[src/hw/gam_regs.svh]
// Register offsets, field positions, reset values and timing counts.
`ifndef GAM_REGS_SVH
`define GAM_REGS_SVH
`define GAM_OFS_FSEL_LO    8'h00
`define GAM_OFS_FSEL_HI    8'h04
`define GAM_OFS_DIR        8'h08
`define GAM_OFS_GOUT       8'h0C
`define GAM_OFS_CTRL       8'h10
`define GAM_OFS_FMASK      8'h14
`define GAM_OFS_ISTAT      8'h18
`define GAM_OFS_IMASK      8'h1C
`define GAM_OFS_STATUS     8'h20
`define GAM_CTRL_RATE_LSB  0
`define GAM_CTRL_KEEP_BIT  4
`define GAM_CTRL_HOLD_BIT  5
`define GAM_CTRL_SINK_LSB  6
`define GAM_CTRL_RLEN_LSB  8
`define GAM_CTRL_FLEN_LSB  16
`define GAM_CTRL_TRIG_BIT  24
`define GAM_DIR_RST        13'h1FFF
`define GAM_IMASK_RST      3'h7
`define GAM_CLK_HZ         25000000
`define GAM_PCLK_HZ        1000000
`define GAM_PCLK_DIV       (`GAM_CLK_HZ / `GAM_PCLK_HZ)
`define GAM_RST_UNIT_NS    1000
`define GAM_RST_UNIT_CYC   ((`GAM_RST_UNIT_NS * 25 + 999) / 1000)
`define GAM_FLASH_UNIT_US  1000
`define GAM_FLASH_UNIT_CYC (`GAM_FLASH_UNIT_US * 25)
`endif

[src/hw/gam_pkg.sv]
// Types shared by the alternate output selector.
package gam_pkg;
   typedef enum logic [3:0] {
      GAM_FN_GPIO    = 4'h0,
      GAM_FN_POWERED = 4'h1,
      GAM_FN_DEVPROG = 4'h2,
      GAM_FN_PORREL  = 4'h3,
      GAM_FN_SYSRST  = 4'h4,
      GAM_FN_EXT_MEMORY_RESET_N  = 4'h5,
      GAM_FN_CLK32K  = 4'h6,
      GAM_FN_FLASH   = 4'h7,
      GAM_FN_MIC_BIAS_CURRENT_FLAG  = 4'h8,
      GAM_FN_MIC_BIAS_SHORT_FLAG  = 4'h9,
      GAM_FN_PHASE   = 4'hA,
      GAM_FN_RTCDIV  = 4'hB,
      GAM_FN_FAULT   = 4'hC
   } gam_fn_e;

   typedef struct packed {
      logic        psel;
      logic        penable;
      logic        pwrite;
      logic [7:0]  paddr;
      logic [31:0] pwdata;
   } gam_apb_req_s;

   typedef struct packed {
      logic [51:0] fsel;
      logic [12:0] dir;
      logic [12:0] gout;
      logic [3:0]  rate;
      logic        keep;
      logic        hold;
      logic [1:0]  sink;
      logic [7:0]  rlen;
      logic [7:0]  flen;
      logic [7:0]  fmask;
      logic [2:0]  ist;
      logic [2:0]  imask;
      logic [4:0]  s1;
      logic [4:0]  s2;
      logic [4:0]  s3;
      logic [15:0] rtc_cnt;
      logic [4:0]  pdiv;
      logic [15:0] rst_cnt;
      logic [23:0] fl_cnt;
      logic        rst_prev;
      logic        flt_prev;
      logic [12:0] pin_o;
      logic [12:0] pin_oe;
      logic        irq;
      logic        pready;
      logic        pslverr;
      logic [31:0] prdata;
   } gam_state_s;
endpackage : gam_pkg

[src/hw/gam_alt_out.sv]
// Alternate output function selector for the general purpose pins.
`include "gam_regs.svh"
`timescale 1ns/1ps
`default_nettype none
module gam_alt_out
   import gam_pkg::*;
#(
   parameter int unsigned FLASH_UNIT_CYC = `GAM_FLASH_UNIT_CYC
) (
   input  wire logic        clk_in,
   input  wire logic        sys_rst_in,
   input  wire logic        psel_in,
   input  wire logic        penable_in,
   input  wire logic        pwrite_in,
   input  wire logic [7:0]  paddr_in,
   input  wire logic [31:0] pwdata_in,
   output logic             pready_out,
   output logic             pslverr_out,
   output logic [31:0]      prdata_out,
   output logic             irq_out,
   input  wire logic        powered_on_in,
   input  wire logic        off_state_in,
   input  wire logic        pre_active_in,
   input  wire logic        hibernate_in,
   input  wire logic        por_release_in,
   input  wire logic        sys_reset_active_in,
   input  wire logic        manual_reset_n_in,
   input  wire logic        rtc_osc_32k_in,
   input  wire logic        mic_current_det_in,
   input  wire logic        mic_short_det_in,
   input  wire logic        flash_pin_in,
   input  wire logic        dcdc_phase_sync_in,
   input  wire logic [7:0]  supply_fault_src_in,
   input  wire logic        four_wire_mode_in,
   input  wire logic        serial_ctrl_data_out_in,
   input  wire logic        serial_ctrl_data_oe_in,
   output logic [12:0]      pin_o_out,
   output logic [12:0]      pin_oe_out
);
   // Synchroniser bit positions.
   localparam int MRN = 0;
   localparam int C32 = 1;
   localparam int MDT = 2;
   localparam int MST = 3;
   localparam int FLP = 4;

   gam_state_s   st_q;
   gam_state_s   st_d;
   gam_apb_req_s req;
   logic [15:0]  alt;
   logic         sys_rst_n;
   logic         fl_trig;
   logic         fault_any;
   logic [2:0]   ev;
   logic [32:0]  rdw;
   logic         setup;
   logic         wr;

   // Function select nibble of one pin.
   function automatic logic [3:0] fn_of(input logic [51:0] f,
                                        input int i);
      return f[4*i +: 4];
   endfunction : fn_of

   // Register read decode; the error flag marks an unmapped offset.
   function automatic logic [32:0] rd_word(input gam_state_s s,
                                           input logic [7:0] a);
      logic [32:0] r;
      r = 33'h0_0000_0000;
      unique case (a)
         `GAM_OFS_FSEL_LO: r[31:0] = s.fsel[31:0];
         `GAM_OFS_FSEL_HI: r[19:0] = s.fsel[51:32];
         `GAM_OFS_DIR:     r[12:0] = s.dir;
         `GAM_OFS_GOUT:    r[12:0] = s.gout;
         `GAM_OFS_CTRL:    r[23:0] = {s.flen, s.rlen, s.sink, s.hold,
                                      s.keep, s.rate};
         `GAM_OFS_FMASK:   r[7:0]  = s.fmask;
         `GAM_OFS_ISTAT:   r[2:0]  = s.ist;
         `GAM_OFS_IMASK:   r[2:0]  = s.imask;
         `GAM_OFS_STATUS:  r[28:0] = {s.s2[MST:MDT], s.fl_cnt != 24'h0,
                                      s.pin_oe, s.pin_o};
         default:          r[32]   = 1'b1;
      endcase
      return r;
   endfunction : rd_word

   assign req = '{psel: psel_in, penable: penable_in, pwrite: pwrite_in,
                  paddr: paddr_in, pwdata: pwdata_in};

   always_comb begin
      st_d = st_q;
      // Pin inputs pass two flip-flops; the third stage feeds edge logic.
      st_d.s1 = {flash_pin_in, mic_short_det_in, mic_current_det_in,
                 rtc_osc_32k_in, manual_reset_n_in};
      st_d.s2 = st_q.s1;
      st_d.s3 = st_q.s2;

      // Zero-wait APB: answer in the first access cycle.
      setup = req.psel & ~req.penable;
      wr = req.psel & req.penable & req.pwrite & st_q.pready;
      rdw = rd_word(st_q, req.paddr);
      st_d.pready = setup;
      st_d.pslverr = setup & rdw[32];
      st_d.prdata = setup ? rdw[31:0] : 32'h0;

      fl_trig = 1'b0;
      if (wr) begin
         unique case (req.paddr)
            `GAM_OFS_FSEL_LO: st_d.fsel[31:0] = req.pwdata;
            `GAM_OFS_FSEL_HI: st_d.fsel[51:32] = req.pwdata[19:0];
            `GAM_OFS_DIR:     st_d.dir = req.pwdata[12:0];
            `GAM_OFS_GOUT:    st_d.gout = req.pwdata[12:0];
            `GAM_OFS_CTRL: begin
               st_d.rate = req.pwdata[`GAM_CTRL_RATE_LSB +: 4];
               st_d.keep = req.pwdata[`GAM_CTRL_KEEP_BIT];
               st_d.hold = req.pwdata[`GAM_CTRL_HOLD_BIT];
               st_d.sink = req.pwdata[`GAM_CTRL_SINK_LSB +: 2];
               st_d.rlen = req.pwdata[`GAM_CTRL_RLEN_LSB +: 8];
               st_d.flen = req.pwdata[`GAM_CTRL_FLEN_LSB +: 8];
               fl_trig = req.pwdata[`GAM_CTRL_TRIG_BIT];
            end
            `GAM_OFS_FMASK:   st_d.fmask = req.pwdata[7:0];
            `GAM_OFS_IMASK:   st_d.imask = req.pwdata[2:0];
            default: ;
         endcase
      end

      // Flash runs for the programmed length from a pin edge or the
      // trigger bit, through either enabled current sink.
      fl_trig = (fl_trig | (st_q.s2[FLP] & ~st_q.s3[FLP]))
                & |st_q.sink;
      if (fl_trig) begin
         st_d.fl_cnt = 24'(st_q.flen * FLASH_UNIT_CYC);
      end else if (st_q.fl_cnt != 24'h0) begin
         st_d.fl_cnt = st_q.fl_cnt - 24'h1;
      end

      // Reset output stays low a programmed time after reset ends.
      st_d.rst_prev = sys_reset_active_in;
      if (st_q.rst_prev & ~sys_reset_active_in) begin
         st_d.rst_cnt = 16'(st_q.rlen * `GAM_RST_UNIT_CYC);
      end else if (st_q.rst_cnt != 16'h0) begin
         st_d.rst_cnt = st_q.rst_cnt - 16'h1;
      end
      // The cycle that sees reset end stays low while the count loads.
      sys_rst_n = ~sys_reset_active_in & ~st_q.rst_prev & st_q.s2[MRN]
                  & (st_q.rst_cnt == 16'h0);

      // Phase clock restarts on each converter switching edge.
      if (dcdc_phase_sync_in ||
          st_q.pdiv == 5'(`GAM_PCLK_DIV - 1)) begin
         st_d.pdiv = 5'h00;
      end else begin
         st_d.pdiv = st_q.pdiv + 5'h01;
      end

      if (st_q.s2[C32] & ~st_q.s3[C32]) begin
         st_d.rtc_cnt = st_q.rtc_cnt + 16'h0001;
      end

      fault_any = |(supply_fault_src_in & ~st_q.fmask);
      st_d.flt_prev = fault_any;

      alt = 16'h0000;
      alt[GAM_FN_POWERED] = powered_on_in & ~off_state_in;
      alt[GAM_FN_DEVPROG] = pre_active_in
                            | alt[GAM_FN_POWERED]
                            | (off_state_in & st_q.hold);
      alt[GAM_FN_PORREL] = por_release_in;
      alt[GAM_FN_SYSRST] = sys_rst_n;
      alt[GAM_FN_EXT_MEMORY_RESET_N] = hibernate_in ? st_q.keep
                                        : sys_rst_n;
      alt[GAM_FN_CLK32K] = st_q.s2[C32];
      alt[GAM_FN_FLASH] = st_q.fl_cnt != 24'h0;
      alt[GAM_FN_MIC_BIAS_CURRENT_FLAG] = st_q.s2[MDT];
      alt[GAM_FN_MIC_BIAS_SHORT_FLAG] = st_q.s2[MST];
      alt[GAM_FN_PHASE] = st_q.pdiv < 5'(`GAM_PCLK_DIV / 2);
      alt[GAM_FN_RTCDIV] = st_q.rtc_cnt[st_q.rate];
      alt[GAM_FN_FAULT] = ~fault_any;

      // The mux is registered, so a select change cannot glitch a pin.
      for (int i = 0; i < 13; i++) begin
         st_d.pin_oe[i] = ~st_q.dir[i];
         st_d.pin_o[i] = (fn_of(st_q.fsel, i) == GAM_FN_GPIO)
                         ? st_q.gout[i]
                         : alt[fn_of(st_q.fsel, i)];
      end
      if (four_wire_mode_in) begin
         st_d.pin_o[6] = serial_ctrl_data_out_in;
         st_d.pin_oe[6] = serial_ctrl_data_oe_in;
      end

      // A new event wins over a clear in the same cycle.
      ev = {fault_any & ~st_q.flt_prev,
            st_q.s2[MST] & ~st_q.s3[MST],
            st_q.s2[MDT] & ~st_q.s3[MDT]};
      if (wr && req.paddr == `GAM_OFS_ISTAT) begin
         st_d.ist = st_q.ist & ~req.pwdata[2:0];
      end
      st_d.ist = st_d.ist | ev;
      st_d.irq = |(st_d.ist & ~st_d.imask);
   end

   always_ff @(posedge clk_in or posedge sys_rst_in) begin
      if (sys_rst_in) begin
         st_q <= '0;
         st_q.dir <= `GAM_DIR_RST;
         st_q.imask <= `GAM_IMASK_RST;
         st_q.s1 <= 5'h01;
         st_q.s2 <= 5'h01;
         st_q.s3 <= 5'h01;
      end else begin
         st_q <= st_d;
      end
   end

   assign pready_out = st_q.pready;
   assign pslverr_out = st_q.pslverr;
   assign prdata_out = st_q.prdata;
   assign irq_out = st_q.irq;
   assign pin_o_out = st_q.pin_o;
   assign pin_oe_out = st_q.pin_oe;
endmodule : gam_alt_out
`default_nettype wire

[config.mk]
export PLATFORM = sky130hd
export DESIGN_NAME = gam_alt_out
export DESIGN_NICKNAME = d
export VERILOG_FILES = /design/src/hw/gam_pkg.sv /design/src/hw/gam_alt_out.sv
export VERILOG_INCLUDE_DIRS = /design/src /design/src/hw
export SDC_FILE = /design/constraint.sdc
export NUM_CORES = 1
export LEC_CHECK = 0
export BUFFER_PORTS_ARGS = -buffer_cell sky130_fd_sc_hd__buf_2
export CAP_MARGIN = 20
export CORE_MARGIN = 3
export CORE_UTILIZATION = 50
export CTS_CLUSTER_SIZE = 16
export DETAILED_ROUTE_END_ITERATION = 8
export GPL_TIMING_DRIVEN = 0
export PLACE_DENSITY = 0.71
export SYNTH_ARGS = -nofsm -noshare
export SYNTH_HDL_FRONTEND = slang
export SYNTH_SLANG_ARGS = --single-unit
[constraint.sdc]
create_clock -name clk_in -period 10.7 [get_ports clk_in]
set_input_delay 3.21 -clock clk_in [delete_from_list [all_inputs] [get_ports clk_in]]
set_output_delay 3.21 -clock clk_in [all_outputs]
set_load 0.01 [all_outputs]
After elaboration in Yosys (flattened, before gate mapping). Index checks and enable logic that the tools add are counted.

Add/sub/neg operators: 4. $mul: 2. Magnitude comparators: 15. Equality and inequality tests: 9. Multiplexer cells: 63. Bitwise operators: 50. Reductions and logical operators: 31.

Operators with widths (number): 4-bit by 5-bit less-than comparator with 1-bit output, second input constant (14); 1-bit binary-select mux with 4-bit select (14); 4-bit zero test (13); 24-bit two-way mux (2); 5-bit case mux with 7 select lines (1); 1-bit two-way mux (33); 8-bit by 5-bit == test with 1-bit output, second input constant (4); 16-bit two-way mux (2); 32-bit two-way mux (1); 5-bit case mux with 6 select lines (1); 7-bit case mux with 4 select lines (1); 3-bit case mux with 9 select lines (1); 24-bit nonzero test (1); 24-bit by 1-bit subtractor with 24-bit output, second input constant (1); 1-bit NOT (23); 8-bit by 12-bit multiplier with 20-bit output, second input constant (1); 1-bit bitwise AND (17); 16-bit by 1-bit adder with 16-bit output, second input constant (1); 8-bit by 4-bit == test with 1-bit output, second input constant (2); 16-bit zero test (1); 16-bit nonzero test (1); 16-bit by 1-bit subtractor with 16-bit output, second input constant (1); 8-bit by 5-bit multiplier with 13-bit output, second input constant (1); 3-bit two-way mux (4); 23 further kinds (33).

Register bits after elaboration: 255. Output and inout bits: 61. Logic and storage cells: 202.

Depth between registers and ports, before layout.
Depth after elaboration: 9. Mapped depth: 13. Depth with buffers taken out: 13.

Worst setup path after synthesis. Ideal clock, no wire load.

Kind: input port to flip-flop. Start: input port paddr_in[2]. End: register st_q[85] in the netlist's numbering. Library setup time: 0.140 ns. Arrival: 4.984 ns. Data required time: 10.560 ns. Path slack: 5.576 ns. Stages: 8. Buffers on the path: 2. Cells stage by stage: buf_4 -> nor4_4 -> a41oi_1 -> or2_1 -> buf_6 -> or3_1 -> a2111oi_0 -> a211oi_1.

Word-level cells in the longest chain between the ends: 6. Elaborated cells between the ends (all ways): 7. Classes of those cells: 1 x eq/ne; 3 x mux; 2 x bitwise; 1 x reduce/logical.

RTL lines: from (decl) (line gam_alt_out.sv:15) `input wire logic [7:0] paddr_in,`; 8-bit by 5-bit == test with 1-bit output * (line gam_alt_out.sv:108) `unique case (req.paddr)`; 1-bit two-way mux * (line gam_alt_out.sv:108); 1-bit two-way mux * (line gam_alt_out.sv:107) `if (wr) begin`; 1-bit OR * (line gam_alt_out.sv:130) `fl_trig = (fl_trig | (st_q.s2[FLP] & ~st_q.s3[FLP]))`; 1-bit bitwise AND * (line gam_alt_out.sv:131) `& |st_q.sink;`; 24-bit two-way mux / 2-bit nonzero test (equally long branches); to (signal assigned) (line gam_alt_out.sv:213) `st_q <= st_d;`; to (decl) (line gam_alt_out.sv:47) `gam_state_s st_q;`.

Mark *: on every way between the ends. The rest lies on a longest branch, timed or not. A chain may end at the register's enable or synchronous reset.

==> results.yml <==
setup_path:
  cp-end-kind: "flip-flop"
  cp.required_ns: 11.14
  crit_path_max_fanout: 10
  startpoint: "paddr_in[2]"
  start_kind: "input port"
  crit-reg2reg-launch: "st_q[155]"
  arrival_ns: 6.01
  critPathKind: "input port to flip-flop"
drt:
  routedWlPerCell_um: 22.3
  first_pass_iters: 6
  drt_iter0_markers: 1351
  routed_via_density: 6.23
  route.vias.total: 12600
  routed_wl_um: 45300
  ant_nets: 0
  route.detailed.drc: 0
outcome:
  status: "complete, no violations"
synth:
  ys_async_sr_fraction_pct: 100
  syn_avg_cell_area_um2: 10.5
  synthCells: 1459
  synth-seq-cells: 254
  synth_area_mm2: 0.0153
  synth_nets: 1629
  synth_ff_type: "dfrtp_1"
  synth_top_area_cell: "dfrtp_1"
  seq_area_frac_synth_pct: 41.7
  synth-warning-count: 0
  synth_area_leaders: "dfrtp_1, mux2_2, ha_1"
  synth.top_cell.area_share_pct: 38.6
  synth_edf_count: 0
  yosysUniqueCellTypes: 85
sta:
  setup_viol: 0
  max_freq_mhz: 179
  slew_headroom_pct: 29.3
  rsz0062_at_grt: "false"
  period_needed_ns: 5.57
  hold_viol_final: 0
  period_share_pct: 52.1
  slew_viol_final: 0
  clock_skew_ns: 0.0183
  tightestPinTransition_ns: 1.05
  holdWs_ns: 0.348
layout:
  design_area_mm2: 0.0175
  fill_cells: 2504
  nets: 1788
  layout_common_cells: "dfrtp_1, buf_2, mux2_2"
  area_delta_synth_final_pct: 14.5
  layout_commonest_cell: "dfrtp_1"
  drive_above_1_share_pct: 25.5
floorplanning:
  ios: 129
  initial_core_util_pct: 51.3
  core_mm2: 0.0299
  fp.dieW_um: 181
  rows: 63
  die_area_mm2: 0.0328
  die_h_um: 181
place:
  dpl-instance-area_mm2: 0.0165
  place_hpwl_um: 32500
  portBuffers: 126
  place.gp.congestion: 0.971
run:
  max_cap_viol_count: 0
cts:
  root_buffer: "clkbuf_16"
  cts_resized: 0
  cts_hold_buffers: 0
  cts_tree: "done"
  clock_sinks: 254
  clkTransAtPathRegs_ns: 0.06
  clk_path_buf_depth: 3
  cts_inserted_buffers: 28
  htreeDepth: 1
  clkLatencyLatePin_ns: 0.56
  cts_setup_buffers: 0
worst_hold_path:
  hold_start: "st_d[129]"
  hold_path_class: "flip-flop to flip-flop"
global_route:
  grt_use_total_pct: 26.9
  grt_max_degree: 130
  grt_pass1_vias: 12300
  grt_pass1_wl_um: 70100
  overflow: 0
  grt_antenna_before_repair: 1
power:
  power.leakage_nw: 8.01
  ir_drop_mv: 0.109
  p_per_area_mw_per_mm2: 136
-- power by group --
group	switching [mW]	internal, mW	leakage, nW
logic	0.135	0.0934	4.32
clock network	0.402	0.685	0.521
registers	0.0536	1.01	3.17
total	0.590	1.79	8.01
-- flip-flops by register name, indices dropped and copies added (netlist names) --
register,cells
pslverr_out,1
alt,3
irq_out,1
st_q,183
st_d,7
pready_out,1
prdata_out,32
pin_oe_out,13
pin_o_out,13
-- metal layers --
layer,GRT usage [%],part of all wire (%),up-vias
met2,42.0,45,648
met4,10.7,4.7,0
met3,4.71,9.3,132
met5,0,0,-
met1,37.6,41,6227
li1,-,-,5637
-- critical path: stages --
cell and delay, ns:
buf_4 0.15, nor3_1 0.40, nand2_1 0.34, nor4_1 0.66, clkbuf_1 0.82, a22oi_1 0.15, nor2_1 0.27
-- synth_stat cells, drive strengths merged, types with 14 or more instances --
cell    count
dfrtp     236
mux2       97
ha         87
nor2       86
nand2      84
buf        79
inv        76
o21ai      68
a21oi      57
clkbuf     54
xnor2      35
a22oi      28
nand3      27
a31oi      26
mux2i      26
xor2       24
a222oi     22
nor3       22
nand2b     20
nor4       19
o211ai     19
dfstp      18
fa         15
mux4       14
or3        14
or4        14
-- metrics by stage --
step | utilization, % | cells | setup WS, ns | TNS (ns) | total power [mW]
finish | 58.7 | 2031 | 5.13 | 0 | 2.38
global route | 58.7 | 2031 | 5.15 | 0 | 2.46
CTS | 58.6 | 2028 | 5.05 | 0 | 2.38
detailed placement | 55.1 | 1976 | 4.50 | 0 | 1.30
global placement | 55.0 | 1975 | -2.31 | -538.75 | 1.29
floorplan | - | 1459 | 0.535 | 0 | 1.22
-- worst paths after layout --
kind	to	slack, ns	depth (start not counted)
hold reg to reg	st_d[124]	0.35	0
max in group asynchronous	st_q[171]	6.73	3
min in group asynchronous	st_q[90]	2.85	2
hold / removal	st_d[124]	0.35	0
setup / recovery	prdata_out[26]	5.13	7
setup reg to reg	st_q[82]	6.39	13
-- cell type report --
class	instances	area, µm²	area share [%]
multi-input cells	996	7880	44.9
flip-flops and latches	254	6380	36.4
clock buffers	40	837	4.77
plain buffers	133	773	4.41
repair buffers	129	673	3.84
well taps	390	488	2.78
inverters	76	293	1.67
clock inverters	12	210	1.20
diodes	1	2.50	0.0143
-- cells by family after synthesis --
kind of cell	synth area share (%)
AOI/OAI and AO/OA	15.1
xor gates and xnor gates	3.37
adders and majority gates	9.07
buffers and inverters	6.91
DFF	41.7
muxes	10.9
and+or+nand+nor	13.0
(Power assumes the default switching activity.)
